## config.mk

```make
export PLATFORM = sky130hd
export DESIGN_NAME = vcc_top
export DESIGN_NICKNAME = d
export VERILOG_FILES = /design/src/vcc_pkg.sv /design/src/vcc_top.sv
export VERILOG_INCLUDE_DIRS = /design/src
export SDC_FILE = /design/constraint.sdc
export NUM_CORES = 1
export LEC_CHECK = 0
export ABC_AREA = 0
export BUFFER_PORTS_ARGS = -buffer_cell sky130_fd_sc_hd__buf_4
export CORE_MARGIN = 2
export CORE_UTILIZATION = 55
export CTS_BUF_LIST = sky130_fd_sc_hd__clkbuf_8
export CTS_CLUSTER_DIAMETER = 50
export DETAILED_ROUTE_END_ITERATION = 10
export GPL_TIMING_DRIVEN = 0
export PLACE_DENSITY_LB_ADDON = 0.3
export SYNTH_ARGS = -nofsm -noshare
export SYNTH_HDL_FRONTEND = slang
export SYNTH_SLANG_ARGS = --single-unit
```

## constraint.sdc

```tcl
create_clock -name clk -period 2.6 [get_ports clk]
set_input_delay 0.52 -clock clk [delete_from_list [all_inputs] [get_ports clk]]
set_output_delay 0.52 -clock clk [all_outputs]
set_load 0.005 [all_outputs]
```

## src/vcc_map.svh

```systemverilog
// vcc_map.svh: register offsets, field positions and
// timing counts for the voltage comparator control block.
// assumes a 12-bit byte address from the register port.
`ifndef VCC_MAP_SVH
`define VCC_MAP_SVH

`define VCC_OFS_TASK_BEGIN 12'h000
`define VCC_OFS_TASK_HALT 12'h004
`define VCC_OFS_TASK_CAPTURE 12'h008
`define VCC_OFS_EV_READY 12'h100
`define VCC_OFS_EV_FALLING 12'h104
`define VCC_OFS_EV_RISING 12'h108
`define VCC_OFS_EV_CROSS 12'h10c
`define VCC_OFS_LINKS 12'h200
`define VCC_OFS_IRQ_MASK 12'h300
`define VCC_OFS_IRQ_SET 12'h304
`define VCC_OFS_IRQ_CLR 12'h308
`define VCC_OFS_OUTCOME 12'h400
`define VCC_OFS_UNIT_ON 12'h500
`define VCC_OFS_POS_SEL 12'h504
`define VCC_OFS_LADDER_SRC 12'h508
`define VCC_OFS_PIN_REF 12'h50c
`define VCC_OFS_LEVEL_PAIR 12'h530
`define VCC_OFS_MODE 12'h534
`define VCC_OFS_NOISE_BAND 12'h538

// event_task_links bit positions
`define VCC_LNK_READY_CAPTURE 0
`define VCC_LNK_READY_HALT 1
`define VCC_LNK_FALL_HALT 2
`define VCC_LNK_RISE_HALT 3
`define VCC_LNK_CROSS_HALT 4

// irq bit positions: ready, falling, rising, crossing
`define VCC_IRQ_READY 0
`define VCC_IRQ_FALL 1
`define VCC_IRQ_RISE 2
`define VCC_IRQ_CROSS 3

// field widths and positions
`define VCC_LEVEL_W 6
`define VCC_LOWER_LSB 0
`define VCC_UPPER_LSB 8
`define VCC_MODE_SPEED_LSB 0
`define VCC_MODE_MAIN_BIT 8

// ladder source codes: internal references (1.2/1.8/2.4 V) up to VCC_SRC_INT_MAX, then supply and pin
`define VCC_SRC_INT_MAX 3'h2
`define VCC_SRC_SUPPLY 3'h4
`define VCC_SRC_PIN 3'h5

// start-up times in ns; cycles derived at 100 MHz (10 ns)
`define VCC_CLK_NS 10
`define VCC_INT_REF_START_NS 500
`define VCC_EXT_REF_START_NS 200
`define VCC_INT_START_CYC \
   ((`VCC_INT_REF_START_NS + `VCC_CLK_NS - 1) / `VCC_CLK_NS)
`define VCC_EXT_START_CYC \
   ((`VCC_EXT_REF_START_NS + `VCC_CLK_NS - 1) / `VCC_CLK_NS)

`endif

```

## src/vcc_pkg.sv

```systemverilog
// vcc_pkg.sv: types shared by the voltage comparator control block.
// assumes vcc_map.svh supplies all numeric constants.
package vcc_pkg;

   // run state of the comparator core, one-hot
   typedef enum logic [2:0] {
      VCC_IDLE = 3'b001,
      VCC_WARM = 3'b010,
      VCC_RUN = 3'b100
   } vcc_run_t;

   // speed settings written into mode_config
   typedef enum logic [1:0] {
      VCC_SPD_LOW = 2'h0,
      VCC_SPD_NORMAL = 2'h1,
      VCC_SPD_HIGH = 2'h2
   } vcc_speed_t;

endpackage : vcc_pkg

```

## src/vcc_top.sv

```systemverilog
// vcc_top.sv: digital control around an analog voltage comparator core.
// assumes a synchronous comparator output and a simple register port.
//
// Overview of operation
// - with unit_on set, begin task starts comparing; halt task stops it
// - ready event after core start-up; delay longer for internal refs
// - while running, every input crossing produces events until halted
// - rising event on upward output change, falling on downward
// - crossing event on every output change in either direction
// - capture task latches present output level into compare_outcome
// - mode register picks differential or single-ended and three speeds
// - positive_input_select routes a pin or divided supply positive
// - differential mode: negative input taken from pin_reference_select
// - single-ended: ladder reference from supply, pin or internal refs
// - analog_pin_reference source uses pin_reference_select for the pin
// - noise band in differential mode adds symmetric hysteresis
// - single-ended thresholds come from 64-level ladder level pair
// - above selects falling threshold; below selects rising threshold
// - single-ended mode ignores diff_noise_band_enable
// - event_task_links let events fire tasks with no software
//
// Design decision made here: the address-and-strobe port.
`timescale 1ns/1ps
`include "vcc_map.svh"

module vcc_top
   import vcc_pkg::*;
#(
   parameter int INT_START_CYC = `VCC_INT_START_CYC,
   parameter int EXT_START_CYC = `VCC_EXT_START_CYC
) (
   input wire logic clk, // 100 MHz system clock
   input wire logic rst_n, // synchronous reset, active low
   input wire logic [11:0] reg_addr, // byte address
   input wire logic [31:0] reg_wdata, // write data
   input wire logic reg_wr, // write strobe
   input wire logic reg_rd, // read strobe
   output logic [31:0] reg_rdata, // read data, cycle after strobe
   input wire logic core_out, // comparator output, 1 = above
   output logic core_power, // core powered and comparing
   output logic [2:0] core_pos_sel, // positive_input mux select
   output logic [2:0] core_neg_pin_sel, // pin_reference_select to mux
   output logic [2:0] core_ladder_src, // ladder reference source
   output logic core_single_ended, // 1 = single-ended mode
   output logic [1:0] core_speed, // speed setting
   output logic core_band_on, // differential noise band enable
   output logic [5:0] core_ladder_level, // present ladder tap
   output logic irq // interrupt request
);

   initial begin
      if (INT_START_CYC < 1 || EXT_START_CYC < 1 ||
          INT_START_CYC > 65535 || EXT_START_CYC > 65535)
         $error("vcc_top: start-up counts must be 1..65535");
   end

   //--------------------------------------------------------------------
   // state
   //--------------------------------------------------------------------
   typedef struct packed {
      vcc_run_t run;
      logic [15:0] wait_cnt;
      logic prev_out;
      logic ev_ready;
      logic ev_fall;
      logic ev_rise;
      logic ev_cross;
      logic [4:0] links;
      logic [3:0] mask;
      logic outcome;
      logic unit_on;
      logic [2:0] pos_sel;
      logic [2:0] ladder_src;
      logic [2:0] pin_ref;
      logic [5:0] upper_lvl;
      logic [5:0] lower_lvl;
      logic [1:0] speed;
      logic single_ended;
      logic band_on;
      logic [31:0] rdata;
      logic irq;
      logic [5:0] ladder_tap;
      logic band;
   } vcc_state_t;

   vcc_state_t cur_ff;
   vcc_state_t nxt_ff;

   // write decode helpers
   logic wr_begin;
   logic wr_halt;
   logic wr_capture;
   logic do_begin;
   logic do_halt;
   logic do_capture;
   logic running;
   logic up_edge;
   logic down_edge;
   logic ready_pulse;
   logic uses_int_ref;

   //--------------------------------------------------------------------
   // task and event pulses
   //--------------------------------------------------------------------
   // only a one in bit 0 triggers a task; the other bits are ignored
   assign wr_begin = reg_wr && reg_addr == `VCC_OFS_TASK_BEGIN &&
                     reg_wdata[0];
   assign wr_halt = reg_wr && reg_addr == `VCC_OFS_TASK_HALT &&
                    reg_wdata[0];
   assign wr_capture = reg_wr && reg_addr == `VCC_OFS_TASK_CAPTURE &&
                       reg_wdata[0];
   assign running = cur_ff.run == VCC_RUN;
   // edges only counted while running, so stray output moves in idle
   // or warm-up never show as events
   assign up_edge = running && core_out && !cur_ff.prev_out;
   assign down_edge = running && !core_out && cur_ff.prev_out;
   assign ready_pulse = cur_ff.run == VCC_WARM && cur_ff.wait_cnt == 16'h0;
   // internal refs need only be waited for in single-ended mode
   assign uses_int_ref = cur_ff.single_ended &&
                         cur_ff.ladder_src <= `VCC_SRC_INT_MAX;
   // links turn local events into tasks in the same cycle
   assign do_begin = wr_begin;
   assign do_halt = wr_halt ||
      (ready_pulse && cur_ff.links[`VCC_LNK_READY_HALT]) ||
      (down_edge && cur_ff.links[`VCC_LNK_FALL_HALT]) ||
      (up_edge && cur_ff.links[`VCC_LNK_RISE_HALT]) ||
      ((up_edge || down_edge) &&
       cur_ff.links[`VCC_LNK_CROSS_HALT]);
   assign do_capture = wr_capture ||
      (ready_pulse && cur_ff.links[`VCC_LNK_READY_CAPTURE]);

   //--------------------------------------------------------------------
   // next state
   //--------------------------------------------------------------------
   always_comb begin
      nxt_ff = cur_ff;
      nxt_ff.prev_out = core_out;
      // run sequencer: begin only acts while the unit is switched on
      case (cur_ff.run)
         VCC_IDLE: begin
            if (do_begin && cur_ff.unit_on) begin
               nxt_ff.run = VCC_WARM;
               nxt_ff.wait_cnt = uses_int_ref ?
                  16'(INT_START_CYC - 1) : 16'(EXT_START_CYC - 1);
            end
         end
         VCC_WARM: begin
            if (ready_pulse) begin
               nxt_ff.run = VCC_RUN;
            end else begin
               nxt_ff.wait_cnt = cur_ff.wait_cnt - 16'h1;
            end
         end
         VCC_RUN: begin
            nxt_ff.run = VCC_RUN;
         end
         default: begin
            nxt_ff.run = VCC_IDLE;
         end
      endcase
      // halt or switching the unit off wins over everything else
      if (do_halt || !cur_ff.unit_on) begin
         nxt_ff.run = VCC_IDLE;
      end
      // capture present level of the core output
      if (do_capture) begin
         nxt_ff.outcome = core_out;
      end

      // register writes; event writes of zero clear, a one is ignored
      if (reg_wr) begin
         case (reg_addr)
            `VCC_OFS_EV_READY: if (!reg_wdata[0]) nxt_ff.ev_ready = 1'b0;
            `VCC_OFS_EV_FALLING: if (!reg_wdata[0]) nxt_ff.ev_fall = 1'b0;
            `VCC_OFS_EV_RISING: if (!reg_wdata[0]) nxt_ff.ev_rise = 1'b0;
            `VCC_OFS_EV_CROSS: if (!reg_wdata[0]) nxt_ff.ev_cross = 1'b0;
            `VCC_OFS_LINKS: nxt_ff.links = reg_wdata[4:0];
            `VCC_OFS_IRQ_MASK: nxt_ff.mask = reg_wdata[3:0];
            `VCC_OFS_IRQ_SET: nxt_ff.mask = cur_ff.mask | reg_wdata[3:0];
            `VCC_OFS_IRQ_CLR: nxt_ff.mask = cur_ff.mask & ~reg_wdata[3:0];
            `VCC_OFS_UNIT_ON: nxt_ff.unit_on = reg_wdata[0];
            `VCC_OFS_POS_SEL: nxt_ff.pos_sel = reg_wdata[2:0];
            `VCC_OFS_LADDER_SRC: nxt_ff.ladder_src = reg_wdata[2:0];
            `VCC_OFS_PIN_REF: nxt_ff.pin_ref = reg_wdata[2:0];
            `VCC_OFS_LEVEL_PAIR: begin
               nxt_ff.lower_lvl = reg_wdata[`VCC_LOWER_LSB +: `VCC_LEVEL_W];
               nxt_ff.upper_lvl = reg_wdata[`VCC_UPPER_LSB +: `VCC_LEVEL_W];
            end
            `VCC_OFS_MODE: begin
               nxt_ff.speed = reg_wdata[`VCC_MODE_SPEED_LSB +: 2];
               nxt_ff.single_ended = reg_wdata[`VCC_MODE_MAIN_BIT];
            end
            `VCC_OFS_NOISE_BAND: nxt_ff.band_on = reg_wdata[0];
            default: begin
               nxt_ff.links = cur_ff.links;
            end
         endcase
      end

      // events set after the clear so a coincident event is kept
      if (ready_pulse) nxt_ff.ev_ready = 1'b1;
      if (up_edge) nxt_ff.ev_rise = 1'b1;
      if (down_edge) nxt_ff.ev_fall = 1'b1;
      if (up_edge || down_edge) nxt_ff.ev_cross = 1'b1;

      // interrupt from sticky flags and mask, registered with the flags
      nxt_ff.irq = |({nxt_ff.ev_cross, nxt_ff.ev_rise, nxt_ff.ev_fall,
                      nxt_ff.ev_ready} & nxt_ff.mask);

      // read data, registered so it stands in the cycle after the strobe
      nxt_ff.rdata = 32'h0;
      if (reg_rd) begin
         case (reg_addr)
            `VCC_OFS_EV_READY: nxt_ff.rdata = {31'h0, cur_ff.ev_ready};
            `VCC_OFS_EV_FALLING: nxt_ff.rdata = {31'h0, cur_ff.ev_fall};
            `VCC_OFS_EV_RISING: nxt_ff.rdata = {31'h0, cur_ff.ev_rise};
            `VCC_OFS_EV_CROSS: nxt_ff.rdata = {31'h0, cur_ff.ev_cross};
            `VCC_OFS_LINKS: nxt_ff.rdata = {27'h0, cur_ff.links};
            `VCC_OFS_IRQ_MASK,
            `VCC_OFS_IRQ_SET,
            `VCC_OFS_IRQ_CLR: nxt_ff.rdata = {28'h0, cur_ff.mask};
            `VCC_OFS_OUTCOME: nxt_ff.rdata = {31'h0, cur_ff.outcome};
            `VCC_OFS_UNIT_ON: nxt_ff.rdata = {31'h0, cur_ff.unit_on};
            `VCC_OFS_POS_SEL: nxt_ff.rdata = {29'h0, cur_ff.pos_sel};
            `VCC_OFS_LADDER_SRC: nxt_ff.rdata = {29'h0, cur_ff.ladder_src};
            `VCC_OFS_PIN_REF: nxt_ff.rdata = {29'h0, cur_ff.pin_ref};
            `VCC_OFS_LEVEL_PAIR: nxt_ff.rdata = {18'h0,
               cur_ff.upper_lvl, 2'h0, cur_ff.lower_lvl};
            `VCC_OFS_MODE: nxt_ff.rdata = {23'h0, cur_ff.single_ended,
               6'h0, cur_ff.speed};
            `VCC_OFS_NOISE_BAND: nxt_ff.rdata = {31'h0, cur_ff.band_on};
            default: nxt_ff.rdata = 32'h0; // tasks and unmapped read 0
         endcase
      end

      // negative side: pin in differential, or ladder in single-ended;
      // above uses falling level, below the rising level
      nxt_ff.ladder_tap = nxt_ff.prev_out ? nxt_ff.lower_lvl :
                          nxt_ff.upper_lvl;
      // band is forced off in single-ended so the register has no effect
      nxt_ff.band = nxt_ff.band_on && !nxt_ff.single_ended;
   end

   //--------------------------------------------------------------------
   // register the state
   //--------------------------------------------------------------------
   always_ff @(posedge clk) begin
      if (!rst_n) begin
         cur_ff <= '0;
         cur_ff.run <= VCC_IDLE;
      end else begin
         cur_ff <= nxt_ff;
      end
   end

   //--------------------------------------------------------------------
   // core-facing outputs straight from flip-flops, except core_power, decoded from the run state
   //--------------------------------------------------------------------
   // the analog mux uses core_ladder_src only when single-ended
   assign reg_rdata = cur_ff.rdata;
   assign core_power = cur_ff.run != VCC_IDLE;
   assign core_pos_sel = cur_ff.pos_sel;
   assign core_neg_pin_sel = cur_ff.pin_ref;
   assign core_ladder_src = cur_ff.ladder_src;
   assign core_single_ended = cur_ff.single_ended;
   assign core_speed = cur_ff.speed;
   assign core_band_on = cur_ff.band;
   assign core_ladder_level = cur_ff.ladder_tap;
   assign irq = cur_ff.irq;

endmodule : vcc_top

```

==> qor.csv <==
metric,value,unit
status,"finished, final reports clean",
power.clock.fraction,40.1,%
clk_transition_reported_paths,0.08,ns
worstMarginPinSlew,0.937,ns
floorplan.die.width,90.9,um
routedWlPerCell,15.0,um
r2r_setup_slack,0.23,ns
synth_xor_xnor_area_share,2.74,%
initial_antenna_violation_count,0,
cp-start-kind,flop,
final_antenna_net_count,0,
cts_root_buf,sky130_fd_sc_hd__clkbuf_8,
yosys.area.top_type_share,38.6,%
final-max-slew-violation-count,0,
timing.critical_path.arrival,2.58,ns
ys_top_cells_by_count,"80 x sky130_fd_sc_hd__dfxtp_1, 64 x sky130_fd_sc_hd__nor2_1, 49 x sky130_fd_sc_hd__buf_4",
worst_ep_required_time,2.82,ns
synth-seq-cells,80,
unrepaired_setup_endpoints_after_global_routing,false,
synth-seq-area-share,38.6,%
layout_min_cycle_time,2.37,ns
cts_tree,done,
setup_tns,0,ns
worst_ir_drop_vdd,0.000364,V
relative_slew_slack,37.1,%
cts_sinks,80,
muxShareOfSynthArea,7.59,%
largest_family_of_logic_cells_by_synthesized_area,simple AND/OR/NAND/NOR gates,
maxCapViolations,0,
power.leakage,2.16,nW
clock_tree.htree_level_count,3,
synthDistinctLibCells,63,
internal_power,1.77,mW
fin_worst_hold_slack,0.426,ns
core-area,7290,um^2
hold_path_end,cur_ff[49]$_SDFF_PN0_,
post-synth-top-area-cell,sky130_fd_sc_hd__dfxtp_1,
layout-drive-gt1-share,24.8,%
max-clock-path-buffers,2,
die-height,90.9,um
power.share.sequential,52.7,%
initial_core_util,56.9,%
critical_path_peak_fanout,10,
grt_first_pass_wirelength,16.7,mm
rows,31,
drc,0,
p_sw,0.557,mW
placed_cells_incl_taps,663,
clock_latency_on_the_worst_skew_pair,0.34,ns
hold_path_depth,3,
synth.most_common_cell,sky130_fd_sc_hd__dfxtp_1,
grt_pass1_vias,3486,
grt_max_degree,15,
fin_crit_sh,91.0,%
clock-skew-final,0.00875,ns
regToRegStartpoint,cur_ff[88]$_SDFFE_PN0P_,
worst-r2r-cell-count,8,
mean_cell_area_of_the_mapped_netlist,8.49,um^2
port_buffers,56,
postSynth.topFlopCell,sky130_fd_sc_hd__dfxtp_1,
ys_async_rst_share,0,%
detailedPlacementHpwl,7.42,mm
timing.hold.worst.start,reg_wdata[5],
totalPowerFinal,2.32,mW
synth_area_leaders,"sky130_fd_sc_hd__dfxtp_1 39%, sky130_fd_sc_hd__buf_4 8.9%, sky130_fd_sc_hd__mux2i_1 6.5%",
total_standard_cell_area_after_synthesis,4150,um^2
holdBufCountCts,0,
post_drt_via_cell_ratio,5.49,
min_path_type,input pin to flop,
gpl.final_weighted_congestion,0.968,
post_synthesis_adder_cell_area_fraction,0.603,%
post_synth_inst_count,489,
endpoint_kind,flop,
finalHoldViolCount,0,
global_route.overflow_total,0,
highest_layer,met4,
p_comb_share,7.2,%
synth_edf_count,0,
grtUsageTotal,24.9,%
met3RoutedLength,770,um
post_synth_and_or_nand_nor_area_fraction,23.3,%
area_growth_syn_to_layout,20.4,%
routedLengthMet1,4.35,mm
design.die.area,8260,um^2
antenna_cells,0,
wl_met2,4.83,mm
r2r-end,cur_ff[90]$_SDFFE_PN0P_,
numCtsBuffers,9,
detail_route.first_pass.iterations,6,
detailroute.via_count,3733,
finalSetupViolCount,0,
synth_compound_gate_area_share,14.9,%
fin_cells,680,
worst-setup-path-type,flop to flop,
boundaryPins,102,
drt-initial-drc-count,367,
fmaxAchievable,423,MHz
power_switching_share,24.0,%
fin_nets,627,
ys_warn_count,0,
power_density_normalized_to_cell_area,465,nW/um^2
routed_wl,10.2,mm
-- final cells by class --
class                   count  area, um^2
flip-flops and latches     80        1600
repair buffers             57         428
inverters                  11        41.3
well taps                  99         124
plain buffers              72         468
fillers                   611        2290
clock inverters             6        68.8
multi-input cells         345        2130
clock buffers              10         138
-- critical path, stage by stage, from the launching register on --
cell and delay (ns):
sky130_fd_sc_hd__dfxtp_1 0.35, sky130_fd_sc_hd__nor4_1 0.53, sky130_fd_sc_hd__nand4_1 0.25, sky130_fd_sc_hd__and2_1 0.22, sky130_fd_sc_hd__clkbuf_1 0.15, sky130_fd_sc_hd__clkbuf_1 0.25
sky130_fd_sc_hd__o211ai_1 0.27, sky130_fd_sc_hd__xor2_1 0.17, sky130_fd_sc_hd__nor2_1 0.05
-- worst max-delay path by stage --
stage                            start  slack (ns)                              end  cells past startpoint
2_1_floorplan              reg_addr[2]        0.15  core_ladder_level[2]$_SDFF_PN0_                      9
3_3_place_gp               reg_addr[1]       -0.36  core_ladder_level[0]$_SDFF_PN0_                      9
3_5_place_dp               reg_addr[1]       -0.38  core_ladder_level[2]$_SDFF_PN0_                      9
4_1_cts                    reg_addr[1]        0.03         reg_rdata[11]$_SDFF_PN0_                      5
5_1_grt        cur_ff[88]$_SDFFE_PN0P_       0.003          cur_ff[92]$_SDFFE_PN0P_                      8
6_report       cur_ff[88]$_SDFFE_PN0P_        0.23          cur_ff[90]$_SDFFE_PN0P_                      8
-- routing by layer --
metal  track usage, %  vias up
met3             3.76       31
met5                0        -
li1                 -     1835
met4             9.34        0
met2             41.6      178
met1             32.7     1689
-- cell families (layout without fill, tap and decap cells) --
family                   count (synthesis)  count (layout)
AND/OR/NAND/NOR                        185             185
AO/OA/AOI/OAI                           95              95
buffers and inverters                   83             156
flip-flops                              80              80
multiplexers                            30              30
XOR/XNOR                                13              13
adder cells (fa/ha/maj)                  2               2
other                                    1              20
-- timing repair --
action,in CTS,in global routing
gates resized for setup,0,3
setup endpoints to repair,3,9
buffers inserted,1,0
pin swaps,1,0
-- state kept, by name (all words and copies together), names as in the netlist, 2 cells and up --
register           count
cur_ff                48
core_ladder_src        3
core_neg_pin_sel       3
core_pos_sel           3
core_ladder_level      6
core_speed             2
reg_rdata             12
-- layout by cell type, fill, tap and decap left out, types with 7 or more instances in the layout --
cell and n:
sky130_fd_sc_hd__nand3_1 11, sky130_fd_sc_hd__and2_1 12, sky130_fd_sc_hd__nand2_1 30, sky130_fd_sc_hd__inv_1 11, sky130_fd_sc_hd__clkbuf_8 10, sky130_fd_sc_hd__o21ai_0 21
sky130_fd_sc_hd__xor2_1 8, sky130_fd_sc_hd__clkbuf_1 16, sky130_fd_sc_hd__nor2_1 64, sky130_fd_sc_hd__nor3_1 13, sky130_fd_sc_hd__buf_4 106, sky130_fd_sc_hd__nand4_1 7
sky130_fd_sc_hd__dfxtp_1 80, sky130_fd_sc_hd__and3_1 7, sky130_fd_sc_hd__conb_1 20, sky130_fd_sc_hd__mux2i_1 27, sky130_fd_sc_hd__a21oi_1 30, sky130_fd_sc_hd__nand2b_1 7
-- metrics by stage --
stage	setup WS, ns	instance area (um^2)	utilization, %
floorplan	0.146	4220	-
global placement	-0.360	4770	65.4
detailed placement	-0.376	4770	65.4
CTS	0.0297	4980	68.3
global route	0.00284	5000	68.6
finish	0.235	5000	68.6
-- power by group through the flow --
| stage | sequential [mW] | combinational (mW) | clock, mW |
|---|---|---|---|
| 2_1_floorplan | 1.25 | 0.0974 | 0 |
| 5_1_grt | 1.23 | 0.179 | 0.996 |
| 3_3_place_gp | 1.25 | 0.159 | 0 |
| 6_report | 1.23 | 0.167 | 0.931 |
| 4_1_cts | 1.23 | 0.162 | 0.947 |
| 3_5_place_dp | 1.25 | 0.162 | 0 |
Note: power is estimated with default switching activity, not from simulation.
